File: src/core/slot_mapper_map.svh
// register indices, field positions and reset values of the slot mapper
`ifndef SLOT_MAPPER_MAP_SVH
`define SLOT_MAPPER_MAP_SVH

`define IDX_CHAN1_SLOT_CONFIG 8'h0b
`define IDX_CHAN2_SLOT_CONFIG 8'h0c
`define IDX_CHAN3_SLOT_CONFIG 8'h0d
`define IDX_CHAN4_SLOT_CONFIG 8'h0e
`define IDX_PORT_CONTROL 8'h20
`define IDX_PORT_STATUS 8'h21

`define SLOT_FIELD_LSB 0
`define SLOT_FIELD_MSB 5
`define LINE_SELECT_BIT 6

`define CTRL_FILL_HIZ_BIT 0
`define CTRL_FMT_LSB 1
`define CTRL_FMT_MSB 2
`define CTRL_RESET 3'h0

`define STAT_FRAME_SEEN_BIT 0
`define STAT_SLOT_LSB 1
`define STAT_SLOT_MSB 7
`define STAT_HALF_BIT 8

`define LINE_SELECT_RESET 1'h0
`define CHAN1_SLOT_RESET 6'h00
`define CHAN2_SLOT_RESET 6'h01
`define CHAN3_SLOT_RESET 6'h02
`define CHAN4_SLOT_RESET 6'h03
`define HALF_SLOTS 6'h20

`endif

File: src/core/slot_mapper_pkg.sv
// types shared by the slot mapper files
`default_nettype none
package slot_mapper_pkg;
	typedef enum logic [1:0] {fmt_tdm, fmt_left_justified, fmt_i2s} fmt_e;
	typedef logic [5:0] slot_t;
	typedef logic [11:0] apb_addr_t;
	typedef logic [31:0] apb_data_t;
endpackage : slot_mapper_pkg
`default_nettype wire

File: src/core/audio_channel_slot_mapper.sv
// per-channel slot and output line mapping for the serial audio port
`include "slot_mapper_map.svh"
`default_nettype none
module audio_channel_slot_mapper #(
	parameter int CHANNELS = 4,
	parameter int SAMPLE_BITS = 16
) (
	input wire logic core_clk,
	input wire logic rst,
	input wire logic psel,
	input wire logic penable,
	input wire logic pwrite,
	input wire slot_mapper_pkg::apb_addr_t paddr,
	input wire slot_mapper_pkg::apb_data_t pwdata,
	output slot_mapper_pkg::apb_data_t prdata,
	output logic pready,
	output logic pslverr,
	input wire logic serial_bit_clock,
	input wire logic frame_sync,
	input wire logic [SAMPLE_BITS-1:0] chan_sample [CHANNELS],
	output logic primary_data_out,
	output logic primary_data_oe,
	output logic multipurpose_pin_one_out,
	output logic multipurpose_pin_one_oe
);
	import slot_mapper_pkg::*;
	localparam int BW = $clog2(SAMPLE_BITS);
	localparam slot_t SLOT_RESET [4] = '{`CHAN1_SLOT_RESET, `CHAN2_SLOT_RESET,
		`CHAN3_SLOT_RESET, `CHAN4_SLOT_RESET};
	if (CHANNELS != 4 || SAMPLE_BITS < 2 || SAMPLE_BITS > 32) begin : g_bad_params
		$error("slot mapper serves four channels of 2 to 32 bits");
	end
	////////////////////////////////////////////////////////////////////////////
	// registers and apb slave
	slot_t slot_reg [CHANNELS], slot_next [CHANNELS];
	logic line_reg [CHANNELS], line_next [CHANNELS];
	logic [2:0] ctrl_reg, ctrl_next;
	logic pready_reg, pready_next;
	logic pslverr_reg, pslverr_next;
	apb_data_t prdata_reg, prdata_next;
	logic [9:0] idx;
	logic hit_chan, hit_ctrl, hit_stat, mapped;
	logic [1:0] chan_sel;
	logic fill_hiz;
	fmt_e fmt;
	logic frame_seen_reg, half_reg;
	logic [6:0] slot_cnt_reg;
	assign idx = paddr[11:2];
	assign hit_chan = paddr[1:0] == 2'h0 && idx >= 10'(`IDX_CHAN1_SLOT_CONFIG)
		&& idx <= 10'(`IDX_CHAN4_SLOT_CONFIG);
	assign hit_ctrl = paddr[1:0] == 2'h0 && idx == 10'(`IDX_PORT_CONTROL);
	assign hit_stat = paddr[1:0] == 2'h0 && idx == 10'(`IDX_PORT_STATUS);
	assign mapped = hit_chan || hit_ctrl || hit_stat;
	assign chan_sel = 2'(idx - 10'(`IDX_CHAN1_SLOT_CONFIG));
	assign fill_hiz = ctrl_reg[`CTRL_FILL_HIZ_BIT];
	assign fmt = fmt_e'(ctrl_reg[`CTRL_FMT_MSB:`CTRL_FMT_LSB]);
	always_comb begin
		slot_next = slot_reg;
		line_next = line_reg;
		ctrl_next = ctrl_reg;
		// answer one cycle into the access phase
		pready_next = psel && penable && !pready_reg;
		pslverr_next = pready_next && !mapped;
		prdata_next = prdata_reg;
		if (pready_next && !pwrite) begin
			prdata_next = '0;
			if (hit_chan) begin
				// bit 7 and above read zero
				prdata_next[`SLOT_FIELD_MSB:`SLOT_FIELD_LSB] = slot_reg[chan_sel];
				prdata_next[`LINE_SELECT_BIT] = line_reg[chan_sel];
			end else if (hit_ctrl) begin
				prdata_next[2:0] = ctrl_reg;
			end else if (hit_stat) begin
				prdata_next[`STAT_FRAME_SEEN_BIT] = frame_seen_reg;
				prdata_next[`STAT_SLOT_MSB:`STAT_SLOT_LSB] = slot_cnt_reg;
				prdata_next[`STAT_HALF_BIT] = half_reg;
			end
		end
		if (psel && penable && pready_reg && pwrite) begin
			if (hit_chan) begin
				slot_next[chan_sel] = pwdata[`SLOT_FIELD_MSB:`SLOT_FIELD_LSB];
				line_next[chan_sel] = pwdata[`LINE_SELECT_BIT];
			end else if (hit_ctrl) begin
				ctrl_next = pwdata[2:0];
			end
		end
	end
	always_ff @(posedge core_clk) begin
		if (rst) begin
			for (int i = 0; i < CHANNELS; i++) begin
				slot_reg[i] <= SLOT_RESET[i];
				line_reg[i] <= `LINE_SELECT_RESET;
			end
			ctrl_reg <= `CTRL_RESET;
			pready_reg <= 1'b0;
			pslverr_reg <= 1'b0;
			prdata_reg <= '0;
		end else begin
			slot_reg <= slot_next;
			line_reg <= line_next;
			ctrl_reg <= ctrl_next;
			pready_reg <= pready_next;
			pslverr_reg <= pslverr_next;
			prdata_reg <= prdata_next;
		end
	end
	assign pready = pready_reg;
	assign pslverr = pslverr_reg;
	assign prdata = prdata_reg;
	////////////////////////////////////////////////////////////////////////////
	// pin synchronisers and edge detection
	logic [2:0] bclk_sync_reg, fs_sync_reg;
	logic bclk_rise, bclk_fall;
	always_ff @(posedge core_clk) begin
		if (rst) begin
			bclk_sync_reg <= 3'h0;
			fs_sync_reg <= 3'h0;
		end else begin
			bclk_sync_reg <= {bclk_sync_reg[1:0], serial_bit_clock};
			fs_sync_reg <= {fs_sync_reg[1:0], frame_sync};
		end
	end
	assign bclk_rise = bclk_sync_reg[1] && !bclk_sync_reg[2];
	assign bclk_fall = !bclk_sync_reg[1] && bclk_sync_reg[2];
	////////////////////////////////////////////////////////////////////////////
	// slot and bit counters, advanced on the transmit (falling) edge
	logic fs_prev_reg, fs_prev_next;
	logic start_pend_reg, start_pend_next;
	logic start_half_reg, start_half_next;
	logic [BW-1:0] bit_cnt_reg, bit_cnt_next;
	logic [6:0] slot_cnt_next;
	logic half_next, frame_seen_next;
	logic fs_now;
	assign fs_now = fs_sync_reg[1];
	always_comb begin
		fs_prev_next = fs_prev_reg;
		start_pend_next = start_pend_reg;
		start_half_next = start_half_reg;
		bit_cnt_next = bit_cnt_reg;
		slot_cnt_next = slot_cnt_reg;
		half_next = half_reg;
		frame_seen_next = frame_seen_reg;
		if (bclk_rise) begin
			fs_prev_next = fs_now;
			if (fmt == fmt_tdm ? (fs_now && !fs_prev_reg) : (fs_now != fs_prev_reg)) begin
				start_pend_next = 1'b1;
				// left-justified: high is left; i2s: low is left
				start_half_next = (fmt == fmt_i2s) ? fs_now : !fs_now;
			end
		end
		if (bclk_fall) begin
			if (start_pend_reg) begin
				start_pend_next = 1'b0;
				bit_cnt_next = '0;
				slot_cnt_next = 7'h00;
				half_next = (fmt == fmt_tdm) ? 1'b0 : start_half_reg;
				frame_seen_next = 1'b1;
			end else if (int'(bit_cnt_reg) == SAMPLE_BITS - 1) begin
				bit_cnt_next = '0;
				if (!slot_cnt_reg[6]) begin
					slot_cnt_next = slot_cnt_reg + 7'h01;
				end
			end else begin
				bit_cnt_next = bit_cnt_reg + BW'(1);
			end
		end
	end
	always_ff @(posedge core_clk) begin
		if (rst) begin
			fs_prev_reg <= 1'b0;
			start_pend_reg <= 1'b0;
			start_half_reg <= 1'b0;
			bit_cnt_reg <= '0;
			slot_cnt_reg <= 7'h40;
			half_reg <= 1'b0;
			frame_seen_reg <= 1'b0;
		end else begin
			fs_prev_reg <= fs_prev_next;
			start_pend_reg <= start_pend_next;
			start_half_reg <= start_half_next;
			bit_cnt_reg <= bit_cnt_next;
			slot_cnt_reg <= slot_cnt_next;
			half_reg <= half_next;
			frame_seen_reg <= frame_seen_next;
		end
	end
	////////////////////////////////////////////////////////////////////////////
	// effective slot and per-line bit selection
	slot_t eff_slot;
	logic eff_valid;
	logic [1:0] line_hit, line_bit;
	always_comb begin
		if (fmt == fmt_tdm) begin
			eff_slot = slot_cnt_next[5:0];
			eff_valid = frame_seen_next && !slot_cnt_next[6];
		end else begin
			// slot field bit 5 selects the right half
			eff_slot = {half_next, slot_cnt_next[4:0]};
			eff_valid = frame_seen_next && slot_cnt_next < 7'(`HALF_SLOTS);
		end
	end
	genvar l;
	generate
		for (l = 0; l < 2; l++) begin : g_line
			slot_bit_picker #(
				.CHANNELS(CHANNELS),
				.SAMPLE_BITS(SAMPLE_BITS)
			) u_picker (
				.line_id(1'(l)),
				.cur_slot(eff_slot),
				.cur_valid(eff_valid),
				.bit_idx(bit_cnt_next),
				.chan_slot(slot_reg),
				.chan_line(line_reg),
				.chan_sample(chan_sample),
				.hit(line_hit[l]),
				.bit_out(line_bit[l])
			);
		end
	endgenerate
	////////////////////////////////////////////////////////////////////////////
	// output pins, updated on the transmit edge
	logic [1:0] dout_reg, dout_next, doe_reg, doe_next;
	always_comb begin
		dout_next = dout_reg;
		doe_next = doe_reg;
		if (bclk_fall) begin
			for (int k = 0; k < 2; k++) begin
				if (line_hit[k]) begin
					dout_next[k] = line_bit[k];
					doe_next[k] = 1'b1;
				end else begin
					dout_next[k] = 1'b0;
					doe_next[k] = !fill_hiz;
				end
			end
		end
	end
	always_ff @(posedge core_clk) begin
		if (rst) begin
			dout_reg <= 2'h0;
			doe_reg <= 2'h3;
		end else begin
			dout_reg <= dout_next;
			doe_reg <= doe_next;
		end
	end
	assign primary_data_out = dout_reg[0];
	assign primary_data_oe = doe_reg[0];
	assign multipurpose_pin_one_out = dout_reg[1];
	assign multipurpose_pin_one_oe = doe_reg[1];
endmodule : audio_channel_slot_mapper
`default_nettype wire

File: src/core/slot_bit_picker.sv
// picks the bit that one output line carries in the current slot
`default_nettype none
module slot_bit_picker #(
	parameter int CHANNELS = 4,
	parameter int SAMPLE_BITS = 16
) (
	input wire logic line_id,
	input wire slot_mapper_pkg::slot_t cur_slot,
	input wire logic cur_valid,
	input wire logic [$clog2(SAMPLE_BITS)-1:0] bit_idx,
	input wire slot_mapper_pkg::slot_t chan_slot [CHANNELS],
	input wire logic chan_line [CHANNELS],
	input wire logic [SAMPLE_BITS-1:0] chan_sample [CHANNELS],
	output logic hit,
	output logic bit_out
);
	import slot_mapper_pkg::*;

	if (CHANNELS < 1 || SAMPLE_BITS < 2) begin : g_bad_params
		$error("slot picker needs one channel and two sample bits");
	end

	logic [CHANNELS-1:0] match;

	// lowest channel wins if software maps two channels to one slot
	genvar g;
	generate
		for (g = 0; g < CHANNELS; g++) begin : g_match
			assign match[g] = cur_valid && chan_line[g] == line_id && chan_slot[g] == cur_slot;
		end
	endgenerate

	always_comb begin
		hit = |match;
		bit_out = 1'b0;
		for (int i = CHANNELS - 1; i >= 0; i--) begin
			if (match[i]) begin
				bit_out = chan_sample[i][SAMPLE_BITS - 1 - int'(bit_idx)];
			end
		end
	end
endmodule : slot_bit_picker
`default_nettype wire

File: config.mk
export PLATFORM = sky130hd
export DESIGN_NAME = audio_channel_slot_mapper
export DESIGN_NICKNAME = d
export VERILOG_FILES = /design/src/core/slot_mapper_pkg.sv /design/src/core/audio_channel_slot_mapper.sv /design/src/core/slot_bit_picker.sv
export VERILOG_INCLUDE_DIRS = /design/src /design/src/core
export SDC_FILE = /design/constraint.sdc
export NUM_CORES = 1
export LEC_CHECK = 0
export BUFFER_PORTS_ARGS = -buffer_cell sky130_fd_sc_hd__buf_2
export CAP_MARGIN = 20
export CORE_MARGIN = 2
export CORE_UTILIZATION = 45
export DETAILED_ROUTE_END_ITERATION = 10
export PLACE_DENSITY = 0.77
export REMOVE_ABC_BUFFERS = 1
export SLEW_MARGIN = 20
export SYNTH_ARGS = -nofsm -noshare
export SYNTH_HDL_FRONTEND = slang
export SYNTH_SLANG_ARGS = --single-unit
File: constraint.sdc
create_clock -name core_clk -period 3.2 [get_ports core_clk]
set_input_delay 0.64 -clock core_clk [delete_from_list [all_inputs] [get_ports core_clk]]
set_output_delay 0.64 -clock core_clk [all_outputs]
set_load 0.01 [all_outputs]
==> metrics.md, run 1 <==
| Metric | Value |
|---|---|
| Layout Skew | 0.0136 ns |
| Sink Count | 67 |
| Post-synth ARST share | 0% |
| Syn Inst Count | 570 |
| H-tree Lvls | 3 |
| Die Width | around 110 um |
| Placed Instances | ~820 |
| Gpl congestion | between 0.8 and 0.9 |
| ANT nets after route | 0 |
| Max Slew Vio Count | 0 |
| Area of the core | between 10000 and 15000 sq um |
| Synth cell count leaders | 82 x nand2_1, 67 x dfxtp_1, 49 x nor2_1 |
| Hold Path Cell Cnt | 1 |
| Register bit total from synthesis | 67 |
| Crit path launch type | register |
| Logic pwr share | roughly an eighth |
| CP Capture Type | register |
| Metal-1 WL | approximately 6.0 mm |
| Routed wire length per instance | between 15 and 20 um |
| Layout net count | about 810 |
| Leak | ~2.4 nW |
| Clock power share | around two fifths |
| Hold-fix buffers at CTS | 0 |
| Row count | 37 |
| Largest net degree at the start of global routing | 36 |
| Final Cell Area | between 5000 and 6000 sq um |
| PD cells | 318 nW/um^2 |
| Initial DRC Count | approximately 370 |
| Internal power | 1.34 mW |
| R2R depth | 11 |
| Setup_tns | 0 ns |
| Clk pin slew, worst setup/hold paths | 0.08 ns |
| Clk buf depth | 2 |
| Vias in the first global route | 4547 |
| CP Data Required Time | 3.44 ns |
| DP HPWL | around 11 mm |
| CTS tree | yes |
| Peak Freq | 0.324 GHz |
| Synth area leaders | dfxtp_1 29%, mux4_2 7.2%, nand2_1 6.6%, a21oi_1 4.7%, mux2i_1 4.1% |
| Initial Util | approximately 46% |
| Final number of setup-violating endpoints | 0 |
| Flop2flop setup slack | between 0.1 and 0.15 ns |
| Ant. Diodes | 0 |
| P&R area growth vs syn | 22.2% |
| Routed Wire Length | between 10 and 15 mm |
| Critical path class | register to register |
| Hold EP | fs_sync_reg[1]$_SDFF_PP0_ |
| Top-area cell type share of the netlist area | roughly 29% |
| Number of remaining DRC errors | 0 |
| Die Height | ~110 um |
| Largest area contributor in the netlist | dfxtp_1 |
| CTS Buf Count | 9 |
| Max_slew headroom | about 36% |
| Sw Ratio | 26.3% |
| Hold Vio Cnt, Final | 0 |
| Reg2Reg Launch Point | bit_cnt_reg[0]$_SDFF_PP0_ |
| Via Count | between 4000 and 5000 |
| Crit path DAT | around 3.3 ns |
| Grt ovf | 0 |
| Met2 Wirelength | between 6 and 7 mm |
| Top sig layer | met4 |
| Min-delay src | fs_sync_reg[0]$_SDFF_PP0_ |
| Mapped Area | between 4000 and 5000 sq um |
| Syn. warnings | 0 |
| Hold WC Path Type | register to register |
| # Post-CTS Setup Buffers | 0 |
| Port bufs | about 100 |
| Filler Cells Inserted | approximately 980 |
| # IOs | 153 |
| Total GRT Usage | about 25% |
| Maximum net fanout on the critical path | 5 |
| RR Endpoint | dout_reg[1]$_SDFFE_PP0P_ |
| Final worst-path cycle share | 96.5% |
| Die ar. | between 10000 and 15000 sq um |
| RSZ-0062 raised after global routing | no |
| Layout cell share with drive strength beyond 1 | 30.4% |
| Max-cap check violation count | 0 |
| Syn Area/Cell | just over 8 sq um |
| Clock latency on the worst-skew pair | ~0.35 ns |
| DR WL met3 | between 700 and 800 um |
| Placed Area | around 5500 sq um |
| Sw power | 0.478 mW |
| IR drop worst, VDD | roughly 170 uV |
| Post-synth cell types | 77 |
| CTS root buffer | clkbuf_8 |
| Number of synthesized flops with an enable pin | 0 |
| Final core utilization | between 50% and 60% |
| Vias per cell | around 5.7 |
| Top FF cell, synth | dfxtp_1 |
| Initial antenna violation count | 0 |
| First-pass GRT wire length | between 20 and 25 mm |
| Most frequent cell after synthesis | nand2_1 |
| Non-Filler Instances | 831 |
| Final worst path period need | just over 3 ns |
| Worst Tran Pin Value | ~0.95 ns |
| Max reg flops | 24 |
| Seq. cell area | around 1300 sq um |
| Sequential power share | a little under half |
| Drt pass-1 iters | 5 |
| Sequential area share after synthesis | between 20 and 30% |
| Status | completed |
| Area occupied by multi-input gates | between 3000 and 4000 sq um |
-- layer usage --
metal  up-vias  track usage [%]
met1      2286             32.6
met2       164             42.2
li1       2271                -
met3        32             3.43
met4         0             9.96
met5         -                0
-- worst max-delay path by stage --
stage                                         start                  endpoint  slack (ns)
final                     bit_cnt_reg[0]$_SDFF_PP0_  dout_reg[1]$_SDFFE_PP0P_        0.11
after detailed placement  bit_cnt_reg[1]$_SDFF_PP0_  dout_reg[1]$_SDFFE_PP0P_       -0.01
after CTS                 bit_cnt_reg[1]$_SDFF_PP0_  dout_reg[0]$_SDFFE_PP0P_       0.003
after global routing      bit_cnt_reg[1]$_SDFF_PP0_  dout_reg[1]$_SDFFE_PP0P_        0.03
after global placement    bit_cnt_reg[1]$_SDFF_PP0_  dout_reg[1]$_SDFFE_PP0P_        0.05
after floorplan           bit_cnt_reg[0]$_SDFF_PP0_  dout_reg[0]$_SDFFE_PP0P_       -0.14
-- power by group through the flow --
stage	clock (mW)	combinational (mW)	sequential, mW
4_1_cts	0.740	0.230	0.849
2_1_floorplan	0	0.113	0.872
3_5_place_dp	0	0.229	0.869
6_report	0.735	0.231	0.849
3_3_place_gp	0	0.223	0.868
5_1_grt	0.784	0.252	0.850
-- logic make-up after synthesis --
| logic type | count (synthesis) | share of synthesized area [%] |
|---|---|---|
| adder cells (fa/ha/maj) | 8 | 2.14 |
| multiplexers | 41 | 13.0 |
| AO/OA/AOI/OAI | 129 | 18.4 |
| AND/OR/NAND/NOR | 238 | 26.6 |
| XOR/XNOR | 16 | 3.16 |
| buffers and inverters | 70 | 7.90 |
| flip-flops | 67 | 28.7 |
| other | 1 | 0.0802 |
-- worst max-delay path, stage by stage, from the launching register on --
cell      delay (ns)
dfxtp_1         0.34
ha_2            0.20
nand3_2         0.09
buf_4           0.17
or4_4           0.53
and2_2          0.26
xnor2_1         0.13
or4_4           0.54
nor3_4          0.21
nor3b_2         0.19
a211oi_1        0.06
a32o_1          0.26
-- placed cells by master, fill, tap and decap left out, types with 7 or more instances in the layout --
cell / n
nor2b_1: 8
mux2i_1: 19
mux4_2: 15
nand3_1: 15
a211oi_1: 12
buf_2: 104
a22oi_1: 8
conb_1: 23
a21oi_1: 43
nor2_1: 49
xnor2_1: 8
o211ai_1: 11
inv_1: 10
buf_4: 42
dfxtp_1: 66
o21ai_0: 18
xor2_1: 7
clkbuf_8: 10
ha_1: 7
nand2_1: 82
nor3_1: 11
-- area by class of cell --
class	instances	area share, %
clock buffer	10	2.41
clock inverter	6	1.14
inverter	10	0.657
multi-input combinational	455	54.3
sequential	67	23.5
tap	136	2.98
timing repair buffer	147	15.0
-- per-stage QoR --
stage               power, mW  hold slack [ns]  worst slack, ns
finish                   1.81            0.456            0.113
global placement         1.09            0.437           0.0529
global route             1.89            0.472           0.0308
detailed placement       1.10            0.436          -0.0112
floorplan               0.985            0.414           -0.136
CTS                      1.82            0.457          0.00345
-- timing repair --
item / 4_1_cts / 5_1_grt
pin swaps: 0 / 1
gates resized for setup: 2 / 10
setup endpoints to repair: 1 / 4
Note: power is estimated with default switching activity, not from simulation.
==> run 2: changes to the inputs <==
--- a/config.mk
+++ b/config.mk
@@ -11,9 +11,10 @@
 export CORE_MARGIN = 2
 export CORE_UTILIZATION = 45
 export DETAILED_ROUTE_END_ITERATION = 10
-export PLACE_DENSITY = 0.77
+export PLACE_DENSITY = 0.76
 export REMOVE_ABC_BUFFERS = 1
 export SLEW_MARGIN = 20
 export SYNTH_ARGS = -nofsm -noshare
 export SYNTH_HDL_FRONTEND = slang
+export SYNTH_HIERARCHICAL = 1
 export SYNTH_SLANG_ARGS = --single-unit
==> run 2 against run 1 <==
Compared with the run above:
- global-route usage is 4.6 points lower
- critical path depth rose by 3
- area after synthesis up 11%
- fmax rose by 2.2%
- clock power rose by 35%
- critical path type unchanged
==> metrics.md, run 2 <==
| Metric | Value |
|---|---|
| Met2 Wirelength | about 6.5 mm |
| Synth area leaders | dfxtp_1 26%, mux4_2 14%, xnor2_1 8.4%, mux4_1 5.1%, nand4_1 4.7% |
| Most frequent cell after synthesis | dfxtp_1 |
| Largest area contributor in the netlist | dfxtp_1 |
| Top-area cell type share of the netlist area | 25.9% |
| Register bit total from synthesis | between 60 and 70 |
| Critical path class | register to register |
| ANT nets after route | 0 |
| Die Height | approximately 110 um |
| Layout Skew | ~0.0080 ns |
| Initial antenna violation count | 0 |
| CTS root buffer | clkbuf_16 |
| Top FF cell, synth | dfxtp_1 |
| Leak | about 2.4 nW |
| Die ar. | approximately 12000 sq um |
| First-pass GRT wire length | 21.0 mm |
| Clock latency on the worst-skew pair | approximately 0.33 ns |
| Most frequent cells in the layout | 104 x buf_2, 67 x dfxtp_1, 50 x xnor2_1 |
| Sequential area share after synthesis | between 20% and 30% |
| Largest net degree at the start of global routing | approximately 40 |
| Syn. warnings | 6 |
| DP HPWL | 9.96 mm |
| Layout cell share with drive strength beyond 1 | slightly below 30% |
| Placed Instances | slightly below 800 |
| Drt pass-1 iters | 5 |
| Layout net count | roughly 780 |
| R2R depth | 14 |
| Hold Vio Cnt, Final | 0 |
| Filler Cells Inserted | between 1000 and 1500 |
| Worst Tran Pin Value | 0.904 ns |
| Post-synth ARST share | 0% |
| Gpl congestion | 0.869 |
| Non-Filler Instances | about 800 |
| Crit path launch type | register |
| CTS tree | yes |
| Hold-fix buffers at CTS | 0 |
| Top sig layer | met4 |
| Mapped Area | just over 5000 sq um |
| Clk buf depth | 2 |
| Min-delay src | fs_sync_reg[0]$_SDFF_PP0_ |
| Max reg flops | 24 |
| CP Data Required Time | 3.46 ns |
| Clk pin slew, worst setup/hold paths | about 0.05 ns |
| Seq. cell area | roughly 1300 sq um |
| Slowest CP cell | dfxtp_1 |
| Vias in the first global route | ~4400 |
| Final number of setup-violating endpoints | 0 |
| Post-synth cell types | between 50 and 60 |
| RR Endpoint | dout_reg[1]$_SDFFE_PP0P_ |
| Grt ovf | 0 |
| Number of synthesized flops with an enable pin | 0 |
| Vias per cell | between 5 and 6 |
| Crit path DAT | ~3.3 ns |
| # IOs | between 150 and 200 |
| Maximum net fanout on the critical path | 8 |
| Most common cell after layout, fill and taps aside | buf_2 |
| Max-cap check violation count | 0 |
| Total GRT Usage | approximately 20% |
| Sink Count | 67 |
| P&R area growth vs syn | 18.4% |
| Ant. Diodes | 0 |
| H-tree Lvls | 3 |
| Max Slew Vio Count | 0 |
| Max_slew headroom | 39.7% |
| Reg2Reg Launch Point | bit_cnt_reg[0]$_SDFF_PP0_ |
| Initial Util | a little under half |
| Status | completed |
| Crit path largest cell delay | roughly 0.39 ns |
| Row count | 39 |
| Final Power | around 2.1 mW |
| Routed wire length per instance | between 15 and 20 um |
| Synth cell count leaders | 67 x dfxtp_1, 50 x xnor2_1, 43 x nor2_1 |
| Routed Wire Length | 12.9 mm |
| Flop2flop setup slack | 0.18 ns |
| CP Capture Type | register |
| CTS Buf Count | 9 |
| Syn Inst Count | 552 |
| Setup_tns | 0 ns |
| Die Width | 111 um |
| DR WL met3 | ~650 um |
| Final worst path period need | around 3.0 ns |
| Metal-1 WL | 5.42 mm |
| Syn Area/Cell | around 9.4 sq um |
| Port bufs | 104 |
| IR drop worst, VDD | around 250 uV |
| Hold WC Path Type | register to register |
| Initial DRC Count | about 260 |
| Area occupied by multi-input gates | 3610 sq um |
| Hold Path Cell Cnt | 1 |
| PD cells | 350 nW/um^2 |
| Number of remaining DRC errors | 0 |
| Final worst-path cycle share | a little over nine tenths |
| Peak Freq | 0.331 GHz |
| Hold EP | fs_sync_reg[1]$_SDFF_PP0_ |
| Via Count | roughly 4600 |
| Crit-path cells | ha_1 -> nand3_2 -> buf_4 -> nor4_4 -> mux2i_1 -> nand3_1 -> buf_4 -> xnor2_1 -> nand4_1 -> nor2_2 -> o211ai_1 -> a31oi_1 -> nand3_1 -> a21oi_1 |
| Area of the core | ~11000 sq um |
-- run 2: kinds of logic (layout without fill, tap and decap cells) --
family	after synthesis	count (layout)	synth area share, %
simple gates	198	198	21.3
compound gates	85	85	9.91
buf+inv	68	146	7.24
flops	67	67	25.9
xor+xnor	62	62	10.5
mux	62	62	23.1
fa+ha+maj	8	8	1.93
other cells	2	31	0.145
-- run 2: through the flow --
stage          instance area (sq um)  setup WS (ns)  hold WS, ns  util, %
2_1_floorplan                   4940         -0.761        0.414        -
3_3_place_gp                    5810          0.132        0.429     51.3
3_5_place_dp                    5810         0.0632        0.429     51.3
4_1_cts                         6110         0.0425        0.442     54.0
5_1_grt                         6140        -0.0301        0.455     54.2
6_report                        6140          0.180        0.435     54.2
-- run 2: how the worst max path moves through the flow --
stage,startpoint,to,slack [ns],cells after the start
global route,bit_cnt_reg[0]$_SDFF_PP0_,dout_reg[1]$_SDFFE_PP0P_,-0.03,14
finish,bit_cnt_reg[0]$_SDFF_PP0_,dout_reg[1]$_SDFFE_PP0P_,0.18,14
CTS,bit_cnt_reg[0]$_SDFF_PP0_,dout_reg[0]$_SDFFE_PP0P_,0.04,12
floorplan,bit_cnt_reg[0]$_SDFF_PP0_,dout_reg[0]$_SDFFE_PP0P_,-0.76,10
global placement,bclk_sync_reg[1]$_SDFF_PP0_,dout_reg[1]$_SDFFE_PP0P_,0.13,11
detailed placement,bit_cnt_reg[0]$_SDFF_PP0_,dout_reg[0]$_SDFFE_PP0P_,0.06,12
-- run 2: timing repair --
| item | in CTS | in global routing |
|---|---|---|
| endpoints found under the setup margin | 0 | 4 |
| gates resized for setup | 0 | 8 |
| buffers inserted | 0 | 1 |
-- run 2: cell type report --
| class | instances | share of cell area [%] |
|---|---|---|
| repair buffers | 124 | 11.1 |
| well taps | 143 | 2.91 |
| multi-input cells | 446 | 58.8 |
| inverters | 6 | 0.367 |
| clock inverters | 6 | 1.04 |
| flip-flops and latches | 67 | 21.8 |
| clock buffers | 10 | 3.89 |
-- run 2: metal layers --
metal	global-route usage (%)	up-vias
met2	35.2	152
li1	-	2212
met4	7.74	0
met3	3.38	25
met1	26.0	2203
met5	0	-
-- run 2: worst max-delay path: cells and delay by family (launching register included) --
family	cells	cell delay, ns
AND/OR/NAND/NOR	6	1.03
AO/OA/AOI/OAI	3	0.46
flip-flops	1	0.39
buffers and inverters	2	0.38
adder cells (fa/ha/maj)	1	0.27
multiplexers	1	0.25
XOR/XNOR	1	0.17
-- run 2: power breakdown --
group	switching, mW	internal [mW]
combinational	0.149	0.154
sequential	0.00628	0.844
clock	0.371	0.623
==> run 3: changes to the inputs <==
--- a/config.mk
+++ b/config.mk
@@ -6,7 +6,7 @@
 export SDC_FILE = /design/constraint.sdc
 export NUM_CORES = 1
 export LEC_CHECK = 0
-export BUFFER_PORTS_ARGS = -buffer_cell sky130_fd_sc_hd__buf_2
+export BUFFER_PORTS_ARGS = -buffer_cell sky130_fd_sc_hd__buf_4
 export CAP_MARGIN = 20
 export CORE_MARGIN = 2
 export CORE_UTILIZATION = 45
==> run 3 against run 2 <==
Compared with the run above:
- clock skew hardly changed
- utilization rose by 2.4 points
- die area stayed put
- power shrank 0.42%
- sequential share of layout area decreased by 0.93 points
- non-clock buffer count rose by 2
- final cell count increased by 0.25%
- setup slack lost 0.0075 ns
- combinational power up 11%
==> metrics.md, run 3 (synthesis results as in run 2) <==
| Metric | Value |
|---|---|
| PD cells | roughly 330 nW/um^2 |
| Leak | ~2.5 nW |
| Initial antenna violation count | 0 |
| Critical path class | register to register |
| Max Slew Vio Count | 0 |
| Die ar. | around 12000 sq um |
| Final core utilization | roughly 57% |
| Die Height | around 110 um |
| First-pass GRT wire length | approximately 22 mm |
| Hold Path Cell Cnt | 1 |
| Ant. Diodes | 0 |
| P&R area growth vs syn | 23.6% |
| RR Endpoint | dout_reg[0]$_SDFFE_PP0P_ |
| Final number of setup-violating endpoints | 0 |
| Most frequent cells in the layout | 125 x buf_4, 67 x dfxtp_1, 50 x xnor2_1 |
| Vias per cell | approximately 6 |
| Hold-fix buffers at CTS | 0 |
| Hold EP | fs_sync_reg[1]$_SDFF_PP0_ |
| Grt ovf | 0 |
| CTS Buf Count | 9 |
| Layout Skew | 0.00833 ns |
| Maximum net fanout on the critical path | 8 |
| Max-cap check violation count | 0 |
| Drt pass-1 iters | 5 |
| Flop2flop setup slack | around 0.17 ns |
| Reg2Reg Launch Point | bit_cnt_reg[0]$_SDFF_PP0_ |
| ANT nets after route | 0 |
| Largest net degree at the start of global routing | 74 |
| Status | completed |
| Final worst path period need | between 3 and 4 ns |
| Max reg flops | 24 |
| Number of remaining DRC errors | 0 |
| Hold WC Path Type | register to register |
| Final Power | 2.14 mW |
| # IOs | ~150 |
| Routed wire length per instance | approximately 17 um |
| Worst Tran Pin Value | around 0.7 ns |
| Final worst-path cycle share | a little over nine tenths |
| Layout cell share with drive strength beyond 1 | between 20% and 30% |
| Filler Cells Inserted | around 1000 |
| Crit path launch type | register |
| Clk buf depth | 2 |
| DP HPWL | 10.4 mm |
| Area of the core | between 10000 and 15000 sq um |
| Total GRT Usage | roughly 22% |
| Vias in the first global route | about 4500 |
| Via Count | 4691 |
| Gpl congestion | between 0.8 and 0.9 |
| Clock latency on the worst-skew pair | between 0.3 and 0.4 ns |
| CTS tree | yes |
| Initial DRC Count | between 300 and 400 |
| Routed Wire Length | around 14 mm |
| CP Capture Type | register |
| Layout net count | slightly below 800 |
| Initial Util | 45.8% |
| Clk pin slew, worst setup/hold paths | 0.05 ns |
| Peak Freq | about 0.33 GHz |
| Fin Hold WS | around 0.44 ns |
| IR drop worst, VDD | about 230 uV |
| R2R depth | 14 |
| Crit path DAT | roughly 3.2 ns |
| Min-delay src | fs_sync_reg[0]$_SDFF_PP0_ |
| Max_slew headroom | roughly 53% |
| CP Data Required Time | around 3.4 ns |
| Hold Vio Cnt, Final | 0 |
| CTS root buffer | clkbuf_16 |
| Sink Count | between 60 and 70 |
| Row count | 39 |
| Port bufs | 104 |
| Die Width | about 110 um |
| H-tree Lvls | 3 |
| Most common cell after layout, fill and taps aside | buf_4 |
[run 3: report_power, final]
| group | switching [mW] | internal, mW | leakage, nW |
|---|---|---|---|
| combinational | 0.151 | 0.185 | 1.78 |
| sequential | 0.00668 | 0.845 | 0.542 |
| clock | 0.351 | 0.600 | 0.143 |
[run 3: layer usage]
metal  GRT usage [%]  vias to the layer above  routed length [um]
li1                -                     2223                   -
met2            39.4                      177                7220
met4            6.17                        0                 317
met3            3.86                       25                 686
met1            26.1                     2266                5500
met5               0                        -                   0
[run 3: worst max-delay path by stage]
stage,cells past startpoint,startpoint,endpoint
global placement,12,bit_cnt_reg[0]$_SDFF_PP0_,dout_reg[0]$_SDFFE_PP0P_
finish,14,bit_cnt_reg[0]$_SDFF_PP0_,dout_reg[0]$_SDFFE_PP0P_
global route,14,bit_cnt_reg[0]$_SDFF_PP0_,dout_reg[1]$_SDFFE_PP0P_
CTS,14,bit_cnt_reg[0]$_SDFF_PP0_,dout_reg[0]$_SDFFE_PP0P_
detailed placement,12,bit_cnt_reg[0]$_SDFF_PP0_,dout_reg[0]$_SDFFE_PP0P_
floorplan,10,bit_cnt_reg[0]$_SDFF_PP0_,dout_reg[0]$_SDFFE_PP0P_
[run 3: final cells by class]
class                   count  area, sq um  share of cell area (%)
clock buffers              11          233                    3.63
multi-input cells         446         3620                    56.5
well taps                 143          179                    2.79
repair buffers            126          958                    14.9
inverters                   6         22.5                   0.351
clock inverters             5         53.8                   0.839
flip-flops and latches     67         1340                    20.9
[run 3: what timing repair did]
| item | in CTS | in global routing |
|---|---|---|
| pin swaps | 0 | 2 |
| setup buffers | 0 | 3 |
| resized for setup | 3 | 8 |
| setup endpoints to repair | 2 | 4 |
[run 3: metrics by stage]
step | setup TNS, ns | cell area [sq um] | setup WS [ns] | instances
floorplan | -1.52 | 4940 | -0.761 | 519
detailed placement | -0.0204 | 6070 | -0.0204 | 785
finish | 0 | 6410 | 0.172 | 804
global route | -0.0243 | 6410 | -0.0243 | 804
CTS | 0 | 6360 | 0.0106 | 801
global placement | 0 | 6070 | 0.158 | 785
[run 3: worst max-delay path: stages (launching register included)]
cell     delay (ns)
dfxtp_1        0.40
ha_2           0.27
nand3_2        0.14
buf_4          0.18
nor4_4         0.35
mux2i_1        0.25
nand3_1        0.09
buf_4          0.19
xnor2_1        0.15
nand4_1        0.12
or3_1          0.39
o31ai_1        0.08
a31oi_1        0.08
nand3_1        0.11
a21oi_1        0.07
